==> src/shared/stc_consts.svh <==
`ifndef STC_CONSTS_SVH
`define STC_CONSTS_SVH

// Register byte offsets
`define STC_OFS_CTRL 8'h00
`define STC_OFS_STAT 8'h04
`define STC_OFS_COUNT 8'h08
`define STC_OFS_LIMIT 8'h0C
`define STC_OFS_CAPT 8'h10
`define STC_OFS_IRQ_STAT 8'h14
`define STC_OFS_IRQ_MASK 8'h18

// Control word fields
`define STC_CTRL_W 13
`define STC_CTRL_TASK_LSB 0
`define STC_CTRL_TASK_MSB 2
`define STC_CTRL_EN_BIT 3
`define STC_CTRL_SRC_BIT 4
`define STC_CTRL_PRE_LSB 5
`define STC_CTRL_PRE_MSB 6
`define STC_CTRL_MODE_LSB 7
`define STC_CTRL_MODE_MSB 8

// Status word fields
`define STC_STAT_EVT_BIT 0
`define STC_STAT_WRAP_BIT 1

// Interrupt status and mask fields
`define STC_IRQ_W 3
`define STC_IRQ_EVT_BIT 0
`define STC_IRQ_WRAP_BIT 1
`define STC_IRQ_CAPT_BIT 2

// Highest valid event task number
`define STC_TASK_MAX 3'h4

// Prescaler terminal counts for divide by 1, 4, 16 and 64
`define STC_PRE_W 6
`define STC_PRE_DIV1 6'h00
`define STC_PRE_DIV4 6'h03
`define STC_PRE_DIV16 6'h0F
`define STC_PRE_DIV64 6'h3F

// Reset values
`define STC_CTRL_RST 13'h0000
`define STC_LIMIT_RST 16'hFFFF
`define STC_IRQ_MASK_RST 3'h0

`endif

==> src/shared/stc_pkg.sv <==
package stc_pkg;

   // Counter modes held in the control word
   typedef enum logic [1:0] {
      STC_MODE_FREE,
      STC_MODE_CAP_RISE,
      STC_MODE_CAP_FALL,
      STC_MODE_RSVD
   } stc_mode_e;

   // Wishbone address and data
   typedef logic [7:0] stc_addr_t;
   typedef logic [31:0] stc_data_t;

endpackage

==> src/design/stc_sync.sv <==
`timescale 1ns/1ps
`default_nettype none

// Two flop synchroniser, one chain per bit
module stc_sync #(
   parameter int W = 2
) (
   input wire logic i_clk, // System clock
   input wire logic i_rst, // Async reset, active high
   input wire logic [W-1:0] i_async, // Pins from outside
   output logic [W-1:0] o_sync // Synchronised levels
);

   // Elaboration check on width
   if (W < 1) begin : g_bad_w
      $error("stc_sync: W must be at least 1");
   end

   genvar g;
   for (g = 0; g < W; g++) begin : g_bit
      logic meta_reg; // First stage, read only by second stage
      logic sync_reg; // Second stage, the only one logic may read
      // Two flops per bit
      always_ff @(posedge i_clk or posedge i_rst) begin
         if (i_rst) begin
            meta_reg <= 1'b0;
            sync_reg <= 1'b0;
         end else begin
            meta_reg <= i_async[g];
            sync_reg <= meta_reg;
         end
      end
      // Each output bit has exactly one driver
      assign o_sync[g] = sync_reg;
   end

endmodule

`default_nettype wire

==> src/design/stc_timer.sv <==
// What this block does
// Sixteen bit counter, counts up only
// Source bit picks internal or external clock
// Prescale divides internal clock 1/4/16/64
// External clock kept under its maximum rate
// Enable bit stops or runs counting
// Task field schedules none or task 1-4
// Free mode: event flag on each wrap
// Mode 1: rising capture edge latches count
// Mode 2: falling capture edge latches count
// Capture modes: keep counting, no wrap event
// Wrap point anywhere in 16-bit range
// Event flag auto-clears with task, else read
// Wrap flag sets always, clears on read
// Count readable and writable, immediate effect
// Wrap limit register sets wrap value
// Limit then zero; mode 3 acts free
// Pins synchronised, each edge acted once
//
// Decided for this implementation: the Wishbone register port and the address map.
`timescale 1ns/1ps
`default_nettype none

`include "stc_consts.svh"

module stc_timer #(
   parameter int CNT_W = 16
) (
   input wire logic i_clk, // 125 MHz system clock
   input wire logic i_rst, // Async reset, active high
   input wire logic i_wb_cyc, // Wishbone cycle
   input wire logic i_wb_stb, // Wishbone strobe
   input wire logic i_wb_we, // Wishbone write enable
   input wire stc_pkg::stc_addr_t i_wb_adr, // Wishbone byte address
   input wire logic [3:0] i_wb_sel, // Wishbone byte lanes
   input wire stc_pkg::stc_data_t i_wb_dat, // Wishbone write data
   output stc_pkg::stc_data_t o_wb_dat, // Wishbone read data
   output logic o_wb_ack, // Wishbone acknowledge
   input wire logic i_capture_input, // Capture pin
   input wire logic i_external_clock_input, // External count clock pin
   output logic o_irq, // Level interrupt
   output logic o_task_req, // One-cycle task schedule pulse
   output logic [2:0] o_task_num // Task number with the pulse
);
   import stc_pkg::*;

   // Elaboration check on counter width
   if (CNT_W < 2 || CNT_W > 32) begin : g_bad_w
      $error("stc_timer: CNT_W must lie in 2..32");
   end

   // Merge write data into a register by byte lane
   function automatic logic [31:0] wb_merge(
      input logic [31:0] old_v,
      input logic [31:0] new_v,
      input logic [3:0] sel
   );
      logic [31:0] res;
      res = old_v;
      for (int b = 0; b < 4; b++) begin
         if (sel[b]) begin
            res[8*b +: 8] = new_v[8*b +: 8];
         end
      end
      return res;
   endfunction

   // Task field names a real task
   function automatic logic task_valid(input logic [2:0] t);
      return (t != 3'h0) && (t <= `STC_TASK_MAX);
   endfunction

   // Register state
   logic [`STC_CTRL_W-1:0] ctrl_reg; // Control word
   logic [CNT_W-1:0] count_reg; // Present count value
   logic [CNT_W-1:0] limit_reg; // Wrap limit value
   logic [CNT_W-1:0] capt_reg; // Capture holding value
   logic evt_flag_reg; // Timer event flag
   logic wrap_flag_reg; // Wrap flag
   logic [`STC_IRQ_W-1:0] irq_stat_reg; // Sticky interrupt status
   logic [`STC_IRQ_W-1:0] irq_mask_reg; // Interrupt mask
   logic [`STC_PRE_W-1:0] pre_reg; // Prescaler count

   // Control fields
   logic [2:0] task_sel; // Event task select
   logic enable; // Counting enable
   logic src_ext; // External clock chosen
   logic [1:0] pre_sel; // Prescale field
   stc_mode_e mode; // Timer mode
   assign task_sel = ctrl_reg[`STC_CTRL_TASK_MSB:`STC_CTRL_TASK_LSB];
   assign enable = ctrl_reg[`STC_CTRL_EN_BIT];
   assign src_ext = ctrl_reg[`STC_CTRL_SRC_BIT];
   assign pre_sel = ctrl_reg[`STC_CTRL_PRE_MSB:`STC_CTRL_PRE_LSB];
   assign mode = stc_mode_e'(ctrl_reg[`STC_CTRL_MODE_MSB:`STC_CTRL_MODE_LSB]);

   // Bus decode
   logic bus_req; // New request this cycle
   logic wr_req; // Write taken this cycle
   logic rd_req; // Read taken this cycle
   logic [31:0] wdat; // Lane-merged write data
   assign bus_req = i_wb_cyc && i_wb_stb && !o_wb_ack;
   assign wr_req = bus_req && i_wb_we;
   assign rd_req = bus_req && !i_wb_we;

   // Pin synchronisers
   logic [1:0] pin_sync; // Bit 0 capture, bit 1 external clock
   logic [1:0] pin_last_reg; // Previous synchronised levels
   stc_sync #(.W(2)) u_sync (
      .i_clk(i_clk),
      .i_rst(i_rst),
      .i_async({i_external_clock_input, i_capture_input}),
      .o_sync(pin_sync)
   );

   // Edge history for synchronised pins
   always_ff @(posedge i_clk or posedge i_rst) begin
      if (i_rst) begin
         pin_last_reg <= 2'h0;
      end else begin
         pin_last_reg <= pin_sync;
      end
   end

   // Single-cycle edge strobes
   logic cap_rise; // Capture pin rose
   logic cap_fall; // Capture pin fell
   logic ext_rise; // External clock rose
   assign cap_rise = pin_sync[0] && !pin_last_reg[0];
   assign cap_fall = !pin_sync[0] && pin_last_reg[0];
   assign ext_rise = pin_sync[1] && !pin_last_reg[1];

   // Prescaler terminal count from field
   logic [`STC_PRE_W-1:0] pre_term; // Terminal count
   always_comb begin
      case (pre_sel)
         2'h0: pre_term = `STC_PRE_DIV1;
         2'h1: pre_term = `STC_PRE_DIV4;
         2'h2: pre_term = `STC_PRE_DIV16;
         default: pre_term = `STC_PRE_DIV64;
      endcase
   end

   // Prescaler runs only while enabled on internal clock
   always_ff @(posedge i_clk or posedge i_rst) begin
      if (i_rst) begin
         pre_reg <= '0;
      end else if (!enable || src_ext || pre_reg >= pre_term) begin
         pre_reg <= '0;
      end else begin
         pre_reg <= pre_reg + 1'b1;
      end
   end

   // Count tick from chosen source
   logic tick; // Counter advances
   logic wrap; // Counter wraps on this tick
   // External rate must stay under its ceiling to be seen
   assign tick = enable && (src_ext ? ext_rise : (pre_reg >= pre_term));
   assign wrap = tick && ((count_reg == limit_reg) || (&count_reg));

   // Capture strobe by mode
   logic cap_evt; // Capture taken
   assign cap_evt = enable && (((mode == STC_MODE_CAP_RISE) && cap_rise)
      || ((mode == STC_MODE_CAP_FALL) && cap_fall));

   // Event flag cause per mode
   logic cap_mode; // Capture modes selected
   logic evt_set; // Event flag sets
   assign cap_mode = (mode == STC_MODE_CAP_RISE) || (mode == STC_MODE_CAP_FALL);
   assign evt_set = cap_mode ? cap_evt : wrap;

   // Status word read this cycle
   logic stat_rd; // Status read taken
   assign stat_rd = rd_req && (i_wb_adr == `STC_OFS_STAT);

   // Merged write data for the addressed register
   always_comb begin
      case (i_wb_adr)
         `STC_OFS_CTRL: wdat = wb_merge(32'(ctrl_reg), i_wb_dat, i_wb_sel);
         `STC_OFS_COUNT: wdat = wb_merge(32'(count_reg), i_wb_dat, i_wb_sel);
         `STC_OFS_LIMIT: wdat = wb_merge(32'(limit_reg), i_wb_dat, i_wb_sel);
         `STC_OFS_CAPT: wdat = wb_merge(32'(capt_reg), i_wb_dat, i_wb_sel);
         `STC_OFS_IRQ_MASK: wdat = wb_merge(32'(irq_mask_reg), i_wb_dat, i_wb_sel);
         default: wdat = i_wb_dat & {{24{1'b0}}, {8{i_wb_sel[0]}}};
      endcase
   end

   // Control word
   always_ff @(posedge i_clk or posedge i_rst) begin
      if (i_rst) begin
         ctrl_reg <= `STC_CTRL_RST;
      end else if (wr_req && i_wb_adr == `STC_OFS_CTRL) begin
         ctrl_reg <= wdat[`STC_CTRL_W-1:0];
      end
   end

   // Present count: software write wins over a tick
   always_ff @(posedge i_clk or posedge i_rst) begin
      if (i_rst) begin
         count_reg <= '0;
      end else if (wr_req && i_wb_adr == `STC_OFS_COUNT) begin
         count_reg <= wdat[CNT_W-1:0];
      end else if (wrap) begin
         count_reg <= '0;
      end else if (tick) begin
         count_reg <= count_reg + 1'b1;
      end
   end

   // Wrap limit
   always_ff @(posedge i_clk or posedge i_rst) begin
      if (i_rst) begin
         limit_reg <= CNT_W'(`STC_LIMIT_RST);
      end else if (wr_req && i_wb_adr == `STC_OFS_LIMIT) begin
         limit_reg <= wdat[CNT_W-1:0];
      end
   end

   // Capture holding value; a capture beats a software write
   always_ff @(posedge i_clk or posedge i_rst) begin
      if (i_rst) begin
         capt_reg <= '0;
      end else if (cap_evt) begin
         capt_reg <= count_reg;
      end else if (wr_req && i_wb_adr == `STC_OFS_CAPT) begin
         capt_reg <= wdat[CNT_W-1:0];
      end
   end

   // Timer event flag: set wins over either clear
   always_ff @(posedge i_clk or posedge i_rst) begin
      if (i_rst) begin
         evt_flag_reg <= 1'b0;
      end else if (evt_set) begin
         evt_flag_reg <= 1'b1;
      end else if (task_valid(task_sel)) begin
         evt_flag_reg <= 1'b0;
      end else if (stat_rd) begin
         evt_flag_reg <= 1'b0;
      end
   end

   // Wrap flag: every mode, cleared by status read
   always_ff @(posedge i_clk or posedge i_rst) begin
      if (i_rst) begin
         wrap_flag_reg <= 1'b0;
      end else if (wrap) begin
         wrap_flag_reg <= 1'b1;
      end else if (stat_rd) begin
         wrap_flag_reg <= 1'b0;
      end
   end

   // Task schedule pulse with the event
   always_ff @(posedge i_clk or posedge i_rst) begin
      if (i_rst) begin
         o_task_req <= 1'b0;
         o_task_num <= 3'h0;
      end else begin
         o_task_req <= evt_set && task_valid(task_sel);
         o_task_num <= (evt_set && task_valid(task_sel)) ? task_sel : 3'h0;
      end
   end

   // Interrupt event vector
   logic [`STC_IRQ_W-1:0] irq_evt; // Raw events
   always_comb begin
      irq_evt = '0;
      irq_evt[`STC_IRQ_EVT_BIT] = evt_set;
      irq_evt[`STC_IRQ_WRAP_BIT] = wrap;
      irq_evt[`STC_IRQ_CAPT_BIT] = cap_evt;
   end

   // Sticky status, write one to clear, set wins
   always_ff @(posedge i_clk or posedge i_rst) begin
      if (i_rst) begin
         irq_stat_reg <= '0;
      end else if (wr_req && i_wb_adr == `STC_OFS_IRQ_STAT) begin
         irq_stat_reg <= (irq_stat_reg & ~wdat[`STC_IRQ_W-1:0]) | irq_evt;
      end else begin
         irq_stat_reg <= irq_stat_reg | irq_evt;
      end
   end

   // Interrupt mask
   always_ff @(posedge i_clk or posedge i_rst) begin
      if (i_rst) begin
         irq_mask_reg <= `STC_IRQ_MASK_RST;
      end else if (wr_req && i_wb_adr == `STC_OFS_IRQ_MASK) begin
         irq_mask_reg <= wdat[`STC_IRQ_W-1:0];
      end
   end

   // Interrupt line from masked status
   always_ff @(posedge i_clk or posedge i_rst) begin
      if (i_rst) begin
         o_irq <= 1'b0;
      end else begin
         o_irq <= |(irq_stat_reg & irq_mask_reg);
      end
   end

   // Read mux, unmapped reads return zero
   logic [31:0] rdat; // Read value
   always_comb begin
      rdat = '0;
      case (i_wb_adr)
         `STC_OFS_CTRL: rdat = 32'(ctrl_reg);
         `STC_OFS_STAT: begin
            rdat[`STC_STAT_EVT_BIT] = evt_flag_reg;
            rdat[`STC_STAT_WRAP_BIT] = wrap_flag_reg;
         end
         `STC_OFS_COUNT: rdat = 32'(count_reg);
         `STC_OFS_LIMIT: rdat = 32'(limit_reg);
         `STC_OFS_CAPT: rdat = 32'(capt_reg);
         `STC_OFS_IRQ_STAT: rdat = 32'(irq_stat_reg);
         `STC_OFS_IRQ_MASK: rdat = 32'(irq_mask_reg);
         default: rdat = '0;
      endcase
   end

   // Acknowledge one cycle after request, dropped next cycle
   always_ff @(posedge i_clk or posedge i_rst) begin
      if (i_rst) begin
         o_wb_ack <= 1'b0;
         o_wb_dat <= '0;
      end else begin
         o_wb_ack <= bus_req;
         o_wb_dat <= rd_req ? rdat : 32'h00000000;
      end
   end

endmodule

`default_nettype wire

==> config.mk <==
export PLATFORM = sky130hd
export DESIGN_NAME = stc_timer
export DESIGN_NICKNAME = d
export VERILOG_FILES = /design/src/shared/stc_pkg.sv /design/src/design/stc_sync.sv /design/src/design/stc_timer.sv
export VERILOG_INCLUDE_DIRS = /design/src /design/src/shared
export SDC_FILE = /design/constraint.sdc
export NUM_CORES = 1
export LEC_CHECK = 0
export ABC_AREA = 1
export BUFFER_PORTS_ARGS = -buffer_cell sky130_fd_sc_hd__buf_4
export CAP_MARGIN = 40
export CORE_MARGIN = 5
export CORE_UTILIZATION = 59
export DETAILED_ROUTE_END_ITERATION = 16
export GPL_TIMING_DRIVEN = 0
export PLACE_DENSITY = 0.81
export SLEW_MARGIN = 30
export SYNTH_ARGS = -nofsm -noshare
export SYNTH_HDL_FRONTEND = slang
export SYNTH_HIERARCHICAL = 1
export SYNTH_SLANG_ARGS = --single-unit
==> constraint.sdc <==
create_clock -name i_clk -period 4.3 [get_ports i_clk]
set_clock_uncertainty 0.05 [all_clocks]
set_input_delay 0.86 -clock i_clk [delete_from_list [all_inputs] [get_ports i_clk]]
set_output_delay 0.86 -clock i_clk [all_outputs]
set_load 0.01 [all_outputs]
Word level (Yosys, flattened, before mapping)

Cells that the tools add are included.

Flip-flop bits (word level): 119
Bits of input ports: 51
Output and inout bits: 38
Word-level logic and storage cells: 110

Add/subtract/negate cells: 2
Order comparisons: 2
Equal/unequal tests: 11
Mux-type cells: 29
Bitwise operators: 6
Reduce and logical (&&, ||, !) cells: 41

Operator list:

| cell                  | count |
|---|---|
| $pmux 14 s6           | 1 |
| $mux 16               | 5 |
| $mux 8                | 10 |
| $pmux 16 s5           | 1 |
| $mux 32               | 1 |
| $eq 8x5->1 const B    | 3 |
| $logic_and 1x1->1     | 21 |
| $pmux 6 s3            | 1 |
| $add 16x1->16 const B | 1 |
| $and 16x8->16         | 1 |
| $eq 16x16->1          | 1 |
| $eq 8x4->1 const B    | 2 |
| $reduce_and 16->1     | 1 |
| $pmux 2 s7            | 1 |
| $reduce_bool 3->1     | 3 |
| $eq 8x3->1 const B    | 1 |
| $logic_not 8->1       | 1 |
| $add 6x1->6 const B   | 1 |
| $and 3x3->3           | 2 |
| $ge 6x6->1            | 1 |
| $logic_not 1->1       | 6 |
| $mux 1                | 6 |
| $mux 3                | 2 |
| $mux 6                | 1 |
| 9 further kinds       | 17 |

Depth between registers and ports, before layout

Gate-level depths: netlist of run 1.

Depth in word-level cells: 9
Gate-level depth with buffers: 14
Gate-level depth less buffers: 14

By module

Netlist of run 1, hierarchy kept.

By module, submodules not included:

| module    | instances | cells each | area an instance (sq um) | sequential area each (sq um) |
|---|---|---|---|---|
| stc_timer | 1         | 968        | 6696.4                   | 2497.4 |
| stc_sync  | 1         | 7          | 118.9                    | 100.1 |

Worst setup path after synthesis of run 1

Ideal clock, no wire load.

Kind: input to register
Start point: input port i_wb_adr[6]
End point: register irq_stat_reg[2]
Setup time: 0.130 ns
Arrival time: 1.946 ns
Required time: 4.120 ns
Path slack: 2.174 ns
Stages: 12
Buffers on the path: 1
Cell sequence: inv_1 > nand2_2 > nor2_4 > buf_4 > nand2_4 > nand2_1 > nor3_1 > nand2_1 > nand2_1 > nand2_1 > nand2_1 > nand2_1

Cells in the longest elaborated chain, start to end: 6
Elaborated cells on any way between the ends: 12
Classes of those cells: 5 x eq/ne; 2 x mux; 3 x bitwise; 2 x reduce/logical

RTL lines:

| what                               | line             | RTL |
|---|---|---|
| start, declared                    | stc_timer.sv:34  | `input wire stc_pkg::stc_addr_t i_wb_adr,` |
| $eq 8x5->1 (tied with other cells) | stc_timer.sv:178 | `case (i_wb_adr)` |
| $pmux 16 s5                        | stc_timer.sv:178 |  |
| $not 3->3                          | stc_timer.sv:279 | `` irq_stat_reg <= (irq_stat_reg & ~wdat[`STC_IRQ_W-1:0]) \| irq_evt; `` |
| $and 3x3->3                        | stc_timer.sv:279 |  |
| $or 3x3->3                         | stc_timer.sv:279 |  |
| $mux 3 (*)                         | stc_timer.sv:278 | `` end else if (wr_req && i_wb_adr == `STC_OFS_IRQ_STAT) begin `` |
| end signal, assigned               | stc_timer.sv:279 |  |
| end signal, assigned               | stc_timer.sv:281 | `irq_stat_reg <= irq_stat_reg \| irq_evt;` |
| end, declared                      | stc_timer.sv:80  | `` logic [`STC_IRQ_W-1:0] irq_stat_reg; `` |

Mark *: on every way between the ends. The rest lies on a longest branch, timed or not.
A chain may end at the register's enable or synchronous reset.

Worst setup path in the final report of run 1

Start point: register ctrl_reg[7]
End point: register capt_reg[4]

Cells in the longest elaborated chain, start to end: 5
Elaborated cells on any way between the ends: 8
Classes of those cells: 2 x eq/ne; 1 x mux; 5 x reduce/logical

RTL lines:

| what                                         | line                               | RTL |
|---|---|---|
| start, declared                              | stc_timer.sv:74                    | `` logic [`STC_CTRL_W-1:0] ctrl_reg; `` |
| start signal, assigned                       | stc_timer.sv:191                   | `` ctrl_reg <= `STC_CTRL_RST; `` |
| start signal, assigned                       | stc_timer.sv:193                   | `` ctrl_reg <= wdat[`STC_CTRL_W-1:0]; `` |
| $eq 2x1->1 or $eq 2x2->1 (tied branches)     | stc_timer.sv:163, stc_timer.sv:164 |  |
| $logic_and 1x1->1 (on tied branches)         | stc_timer.sv:163, stc_timer.sv:164 |  |
| $logic_or 1x1->1 (*)                         | stc_timer.sv:164                   | `\|\| ((mode == STC_MODE_CAP_FALL) && cap_fall));` |
| $logic_and 1x1->1 (*)                        | stc_timer.sv:163                   | `assign cap_evt = enable && (((mode == STC_MODE_CAP_RISE) && cap_rise)` |
| $mux 16 or $reduce_bool 2->1 (tied branches) | -                                  |  |
| end signal, assigned                         | stc_timer.sv:224                   | `capt_reg <= count_reg;` |
| end signal, assigned                         | stc_timer.sv:226                   | `capt_reg <= wdat[CNT_W-1:0];` |
| end, declared                                | stc_timer.sv:77                    | `logic [CNT_W-1:0] capt_reg;` |

Marked as above.

==> results.tsv, run 1 <==
metric	value	unit
status	complete, no violations	
synth_area_per_cell	6.990	sq um
cp_num_buf_inv	3	
peakVddDrop	0.3215	mV
cap_violations	0	
min_period	2504	ps
grt_max_degree	70	
r2r_end	capt_reg[4]	
crit_top_cell	inv_1	
min_path_type	reg -> reg	
fmaxAchievable	399.3	MHz
synth_edf_count	0	
relSlewSlack	43.50	%
drv_slew	0	
core	11370	sq um
die_h	117.5	um
initial_utilization	59.94	%
cts_hold_buffers	0	
rsz0062_at_grt	no	
hp-start	u_sync/g_bit[1].meta_reg	
root_buffer	clkbuf_16	
dieWidth	117.5	um
r2r-start	ctrl_reg[7]	
finalSetupViolCount	0	
fp-row-count	39	
syn_area	6815	sq um
clk_pin_slew	80	ps
top_level_ports	89	
critPathSlowestCell	clkbuf_1	
synth_common_cells	nand2_1 (283), inv_1 (119), nor2_1 (95), dfrtp_1 (87), a21oi_1 (79)	
ff2ff_path_depth	10	
fin_area	7751	sq um
cp_slowest_stage_delay	530	ps
antenna_found_initial	1	
cp_max_fo	10	
grt_pass1_vias	6716	
nets	1116	
synth_area_leaders	dfrtp_1 (32%), nand2_1 (16%), inv_1 (6.6%)	
p_leak	4.098	nW
grt.total_usage	30.62	%
ys_warn_count	6	
ctsHtreeMaxLevel	3	
period_share	58.24	%
netlist_instances	975	
ys_ff_latch	103	
synth-seq-area-share	38.11	%
tightest_slew	847.6	ps
synthToLayoutAreaGrowth	13.73	%
critPathTopFamily	buffers and inverters	
route.detailed.drc	0	
diodes	0	
synth.distinct_cells	42	
path_class	reg -> reg	
cts_tree	yes	
die_area	13800	sq um
grt_pass1_wl	33870	um
crit_required	4490	ps
place_area	7481	sq um
crit_arrival	2700	ps
gr-total-overflow	0	
cts_setup_buffers	0	
hold_violations	0	
ctsResizeCount	0	
yosysMostFrequentCell	nand2_1	
wl_per_cell	17.70	um
fin_tns_setup	0	ps
yosys_most_used_dff	dfrtp_1	
port_buffers	53	
synth_top_area_share	31.94	%
powerDensity	282.7	nW/um^2
vias	6928	
regToRegSetupSlack	1800	ps
clock-sinks	103	
dp_hpwl	15060	um
clk_latency	370	ps
cts_buffers	9	
synthArstFlopShare	100.0	%
min_to	u_sync/g_bit[1].sync_reg	
cp_cell_sequence	inv_1 -> ha_1 -> a21o_1 -> nand3_1 -> clkbuf_1 -> nand2_1 -> inv_1 -> a21oi_1 -> o21ai_1 -> o21ai_0	
routabilityCongestion	1.024	
wl	21300	um
drive_gt1_share	16.04	%
yosys.area.top_type	dfrtp_1	
hold_depth	0	
vias_per_cell	5.759	
drtAntennaViolNets	0	
clock_path_buffers	2	
end_kind	flip-flop	
drt-initial-drc-count	964	
drt_first_pass_iters	5	
start_kind	flip-flop	
cell usage in the layout, fill, tap and decap left out, types with 3 or more instances in the layout:
cell / n
o211ai_1: 13
nand4_1: 13
nand3_2: 4
a21oi_1: 79
nor2_2: 4
o21ai_0: 63
nor3_1: 4
inv_2: 6
nand2_1: 283
or2_2: 3
dfrtp_1: 87
o22ai_1: 22
nor2_1: 95
o21ai_1: 5
ha_1: 10
buf_2: 17
buf_4: 76
nand2_2: 9
conb_1: 16
buf_1: 3
clkbuf_1: 7
inv_1: 118
xor2_1: 13
clkbuf_16: 9
nor2_4: 5
nand3b_1: 3
buf_6: 4
dfstp_2: 16
o221ai_1: 6
nand3_1: 37
nand2_4: 5
per-layer routing:
metal,wire length (um),GRT usage (%),vias up
met5,13,0,-
li1,-,-,3264
met1,8371,39.84,3150
met3,2198,6.583,84
met4,981,18.21,2
met2,9732,46.89,428
metrics by stage:
step	setup WS (ps)	util, %	power (mW)	cells	hold WS [ps]
after floorplan	826.1	-	1.310	990	281.2
after global placement	-510.7	65.51	1.408	1186	288.3
after detailed placement	1514	65.80	1.416	1187	286.4
after CTS	1872	68.17	2.183	1203	311.1
after global routing	1693	68.17	2.278	1203	316.3
final	1796	68.17	2.191	1203	306.2
where the power goes:
| part | leakage (nW) | switching [mW] | total [mW] | internal (mW) |
|---|---|---|---|---|
| clock | 0.126 | 0.389 | 0.783 | 0.395 |
| combinational | 2.74 | 0.224 | 0.348 | 0.124 |
| sequential | 1.23 | 0.0417 | 1.06 | 1.02 |
worst max path at each step:
stage	cells past startpoint	endpoint	slack, ps	start
3_3_place_gp	2	o_task_num[0]	-510	i_rst
4_1_cts	9	o_wb_dat[7]	1870	i_wb_adr[0]
2_1_floorplan	1	capt_reg[0]	830	i_rst
6_report	10	capt_reg[4]	1800	ctrl_reg[7]
5_1_grt	10	capt_reg[4]	1690	ctrl_reg[7]
3_5_place_dp	9	o_wb_dat[7]	1510	i_wb_adr[0]
final cells by class:
class	count	area, sq um
Fill cell	1036	3618
Multi-Input combinational cell	708	3460
Sequential cell	103	2597
Inverter	127	486.7
Timing Repair Buffer	54	425.4
Buffer	52	332.8
Clock buffer	11	232.7
Tap cell	143	178.9
Clock inverter	5	37.54
cell families after synthesis:
kind of cell / after synthesis / share of synthesized area, %
other cells: 1 / 0.05502
compound gates: 198 / 16.14
simple gates: 470 / 30.11
buf+inv: 179 / 11.95
flops: 103 / 38.11
fa+ha+maj: 10 / 1.836
xor+xnor: 14 / 1.799
No activity file was read; power rests on OpenSTA's default activity.
==> run 2: changes to the inputs <==
Settings changed: ABC_AREA 1 to 0, CORE_UTILIZATION 59 to 57, PLACE_DENSITY 0.81 to 0.8.
Clock period 4.3 ns to 2.43 ns, I/O delays scaled along.
==> run 2 against run 1 <==
  * Global-route usage is 4.1 points lower
  * Clock power is 40% higher
  * Synthesized area is 15% lower
  * Final cell count is 29% lower
  * First-iteration DRC count is 51% lower
  * Critical path type unchanged
==> results.tsv, run 2 <==
metric	value	unit	change
drtAntennaViolNets	0		unchanged
nets	779		-30%
start_kind	flip-flop		
clock-sinks	103		unchanged
fmaxAchievable	425.0	MHz	+6.4%
root_buffer	clkbuf_8		
rsz0062_at_grt	no		
antenna_found_initial	0		-1
end_kind	flip-flop		
ctsHtreeMaxLevel	3		unchanged
place_area	6496	sq um	-13%
initial_utilization	58.92	%	-1.0 points
port_buffers	53		unchanged
clock_path_buffers	2		unchanged
synthArstFlopShare	100.0	%	unchanged
synth_top_area_share	37.46	%	+5.5 points
relSlewSlack	51.45	%	+7.9 points
multiInputGateArea	2940	sq um	-15%
ys_warn_count	6		unchanged
yosysMostFrequentCell	dfrtp_1		
core	9864	sq um	-13%
tightest_slew	726.7	ps	-120.8 ps
vias_per_cell	6.154		+6.9%
period_share	96.82	%	+39 points
fp-row-count	36		-7.7%
grt.total_usage	26.52	%	-4.1 points
synth_area_per_cell	9.254	sq um	+32%
status	complete, no violations		
drt_first_pass_iters	5		unchanged
yosys_most_used_dff	dfrtp_1		
gr-total-overflow	0		unchanged
dieWidth	111.0	um	-5.5%
mostFrequentLayoutCells	dfrtp_1 (86), buf_4 (80), nand2_1 (74)		
cts_buffers	9		unchanged
path_class	reg -> reg		
clk_latency	390	ps	+20 ps
hold_violations	0		unchanged
n_fill_cell	786		-24%
drive_gt1_share	23.51	%	+7.5 points
syn_area	5812	sq um	-15%
vias	5268		-24%
min_period	2353	ps	-151.4 ps
cp_max_fo	6		-4
cts_tree	yes		
wl	16560	um	-22%
die_area	12320	sq um	-11%
wl_per_cell	19.35	um	+9.3%
ys_ff_latch	103		unchanged
netlist_instances	628		-36%
crit_arrival	2610	ps	-90 ps
grt_pass1_vias	5087		-24%
yosys.area.top_type	dfrtp_1		
regArea	2599	sq um	about the same
top_level_ports	89		unchanged
powerDensity	517.3	nW/um^2	+83%
crit_required	2690	ps	-1800 ps
min_path_type	in -> reg		
synth_common_cells	dfrtp_1 (87), nand2_1 (75), nor2_1 (41), o21ai_1 (35), mux2i_1 (30)		
instances_no_fill	856		-29%
peakVddDrop	0.5085	mV	+58%
dp_hpwl	12340	um	-18%
clk_pin_slew	100	ps	+20 ps
synth-seq-area-share	44.69	%	+6.6 points
synthToLayoutAreaGrowth	17.89	%	
finalSetupViolCount	0		unchanged
cap_violations	0		unchanged
dp_cells	832		-30%
synth.distinct_cells	62		+48%
fin_area	6852	sq um	-12%
p_leak	3.000	nW	-27%
diodes	0		unchanged
synth_edf_count	0		unchanged
die_h	111.0	um	-5.5%
drv_slew	0		unchanged
mostFrequentLayoutCell	dfrtp_1		
drt-initial-drc-count	469		-51%
routabilityCongestion	0.9518		-7.0%
grt_max_degree	30		-57%
route.detailed.drc	0		unchanged
synth_area_leaders	dfrtp_1 (37%), dfstp_2 (7.2%), mux2i_1 (5.2%)		
grt_pass1_wl	26080	um	-23%
power	3.544	mW	+62%
## run 2: path summary, 6_finish.rpt
kind	from	to	slack (ps)	cells after the start
hold / removal	i_capture_input	u_sync/g_bit[0].meta_reg	150	1
hold reg to reg	u_sync/g_bit[0].meta_reg	u_sync/g_bit[0].sync_reg	310	0
setup reg to reg	ctrl_reg[5]	o_task_num[1]	80	8
max in group asynchronous	i_rst	limit_reg[9]	740	6
min in group asynchronous	i_rst	u_sync/g_bit[0].sync_reg	490	3
setup / recovery	ctrl_reg[5]	o_task_num[1]	80	8
## run 2: final cells by class
cell class                 count  share of cell area [%]
multi-input combinational    461                   42.91
timing repair buffer          65                   7.706
clock inverter                 5                  0.8400
tap                          133                   2.429
clock buffer                  11                   2.064
buffer                        57                   4.912
sequential                   103                   37.93
inverter                      21                   1.205
## run 2: cell families after synthesis
group           Yosys count  share of synthesized area (%)
fa+ha+maj                10                          2.153
xor+xnor                 21                          3.552
flops                   103                          44.69
simple gates            213                          18.69
mux                      33                          5.942
buf+inv                  79                          6.868
compound gates          168                          18.04
other cells               1                        0.06452
## run 2: what timing repair did
item	in CTS	in global routing
pin swaps	1	4
hold endpoints to repair	4	0
resized for setup	10	11
setup buffers	5	3
hold buffers	1	0
endpoints found under the setup margin	24	21
## run 2: routing by layer
layer | part of all wire [%] | vias up | track usage, %
met4 | 3.9 | 0 | 10.92
li1 | - | 2383 | -
met3 | 9.9 | 59 | 8.024
met5 | 0 | - | 0
met1 | 40 | 2518 | 34.54
met2 | 46 | 308 | 41.34
## run 2: metrics by stage
step           hold WS [ps]  utilization [%]  setup WS [ps]  setup TNS [ps]
4_1_cts               130.0            68.63          17.87               0
5_1_grt               122.6            69.46          8.178               0
2_1_floorplan         202.1                -          176.7               0
6_report              151.4            69.46          77.29               0
3_3_place_gp          289.0            65.25         -364.8           -4788
3_5_place_dp          291.8            65.85         -489.0           -7858
## run 2: report_power, final
| part | leakage [nW] | switching [mW] | internal (mW) |
|---|---|---|---|
| sequential | 1.24 | 0.0736 | 1.77 |
| combinational | 1.66 | 0.352 | 0.248 |
| clock | 0.103 | 0.595 | 0.505 |
| total | 3.00 | 1.02 | 2.52 |
## run 2: worst max-delay path, cell delays in order, from the launching register on
cell and delay, ps:
dfrtp_1 440, or2_2 330, ha_1 290, nor2b_2 50, o21ai_2 200, a21oi_4 120, buf_4 160, o31a_1 380
nor3b_2 250
==> run 3: changes to the inputs <==
Settings changed: PLACE_DENSITY 0.8 to 0.85.
==> run 3 against run 2 <==
  * Sequential power barely moved
  * Clock-buffer cell count down 1
  * Worst setup slack got worse by 25 ps
  * Hold slack worse by 15 ps
  * Combinational power increased by 2%
  * Critical path type unchanged
  * Critical endpoint is now o_task_num[0]
  * Highest routed layer unchanged
==> results.tsv, run 3 (same netlist as run 2, synthesis figures left out) <==
metric	value	unit	change
top_level_ports	89		unchanged
grt_pass1_vias	5123		+0.71%
peakVddDrop	0.2925	mV	-42%
cp_num_buf_inv	1		unchanged
tightest_slew	872.8	ps	+146.0 ps
drive_gt1_share	23.37	%	-0.14 points
grt_max_degree	28		-6.7%
cap_violations	0		unchanged
dp_hpwl	12310	um	-0.27%
n_fill_cell	744		-5.3%
grt_pass1_wl	26320	um	+0.92%
clk_pin_slew	100	ps	about the same
cp_slowest_stage_delay	420	ps	-20 ps
cts_buffers	9		unchanged
fp-row-count	36		unchanged
end_kind	flip-flop		
synthToLayoutAreaGrowth	18.19	%	
rsz0062_at_grt	yes		
start_kind	flip-flop		
dieWidth	111.0	um	unchanged
mostFrequentLayoutCell	dfrtp_1		
cts_tree	yes		
status	complete, no violations		
clock-sinks	103		unchanged
critPathSlowestCell	dfrtp_1		
routabilityCongestion	0.9699		+1.9%
die_h	111.0	um	unchanged
min_period	2378	ps	+25.36 ps
finalWorstSetupSlack	51.93	ps	-25.36 ps
fmaxAchievable	420.5	MHz	-1.1%
vias	5295		+0.51%
clk_latency	410	ps	+20 ps
powerDensity	503.9	nW/um^2	-2.6%
drt-initial-drc-count	485		+3.4%
antenna_found_initial	0		unchanged
die_area	12320	sq um	unchanged
mostFrequentLayoutCells	dfrtp_1 (86), buf_4 (81), nand2_1 (74)		
place_area	6539	sq um	+0.65%
drv_slew	0		unchanged
route.detailed.drc	0		unchanged
hold_violations	0		unchanged
drt_first_pass_iters	6		+1
post-place-ws	-518.2	ps	-29.19 ps
root_buffer	clkbuf_8		
wl_per_cell	19.68	um	+1.7%
initial_utilization	58.92	%	unchanged
nets	779		unchanged
core	9864	sq um	unchanged
port_buffers	53		unchanged
clock_path_buffers	2		unchanged
grt.total_usage	26.67	%	+0.15 points
relSlewSlack	41.81	%	-9.6 points
cp_max_fo	6		unchanged
wl	16850	um	+1.7%
crit_arrival	2650	ps	+40 ps
min_path_type	in -> reg		
gr-total-overflow	0		unchanged
diodes	0		unchanged
period_share	97.86	%	+1.0 points
finalSetupViolCount	0		unchanged
critPathTopFamily	compound AO/OA/AOI/OAI gates		
vias_per_cell	6.186		+0.51%
path_class	reg -> reg		
p_leak	3.004	nW	+0.13%
crit_required	2710	ps	+20 ps
fin_area	6869	sq um	+0.26%
cp_cell_sequence	nand2_2 -> ha_4 -> nand3_1 -> a221oi_4 -> a21oi_4 -> buf_4 -> o31a_1 -> nor3b_2		
drtAntennaViolNets	0		unchanged
ctsHtreeMaxLevel	3		unchanged
## run 3: cell type report
type / count / area [sq um] / area share (%)
timing repair buffer: 65 / 563.0 / 8.197
clock buffer: 10 / 127.6 / 1.858
buffer: 57 / 330.3 / 4.809
clock inverter: 6 / 43.79 / 0.6375
inverter: 21 / 82.58 / 1.202
multi-input combinational: 461 / 2957 / 43.04
tap: 133 / 166.4 / 2.423
sequential: 103 / 2599 / 37.83
## run 3: path summary, 6_finish.rpt
path                            cells after the start                startpoint                       end  slack (ps)
worst min-delay path                                1    i_external_clock_input  u_sync/g_bit[1].meta_reg         140
worst max register to register                      8               ctrl_reg[5]             o_task_num[0]          50
max in group asynchronous                           7                     i_rst              limit_reg[4]         660
worst max-delay path                                8               ctrl_reg[5]             o_task_num[0]          50
worst min register to register                      0  u_sync/g_bit[0].meta_reg  u_sync/g_bit[0].sync_reg         310
min in group asynchronous                           3                     i_rst  u_sync/g_bit[1].meta_reg         490
## run 3: where the power goes
group	total, mW	internal, mW	switching (mW)
clock network	1.01	0.378	0.628
logic	0.616	0.255	0.361
registers	1.84	1.77	0.0686
## run 3: layer usage
metal | part of all wire, % | GRT usage, % | vias to the layer above
met5 | 0 | 0 | -
met3 | 9.9 | 6.223 | 56
met4 | 3.1 | 10.43 | 0
met1 | 39 | 34.30 | 2507
li1 | - | - | 2383
met2 | 48 | 43.73 | 349
## run 3: worst register-to-register path, cell delays in order (launching register included)
cell      delay, ps
dfrtp_1         420
nand2_2         120
ha_4            320
nand3_1         160
a221oi_4        370
a21oi_4         100
buf_4           190
o31a_1          390
nor3b_2         190
## run 3: stage by stage
step	hold slack, ps	cells	power [mW]	setup TNS (ps)	utilization (%)
2_1_floorplan	202.1	643	2.257	0	-
3_3_place_gp	281.6	829	2.409	-6502	65.25
3_5_place_dp	285.8	833	2.452	-9499	66.29
4_1_cts	142.1	854	3.424	-4.851	68.68
5_1_grt	124.6	856	3.588	-16.00	69.63
6_report	136.7	856	3.461	0	69.63
## run 3: what timing repair did
item,4_1_cts,5_1_grt
gates resized for setup,8,16
pin swaps,1,6
hold endpoints to repair,4,0
endpoints found under the setup margin,24,26
hold buffers,1,0
buffers inserted,4,3
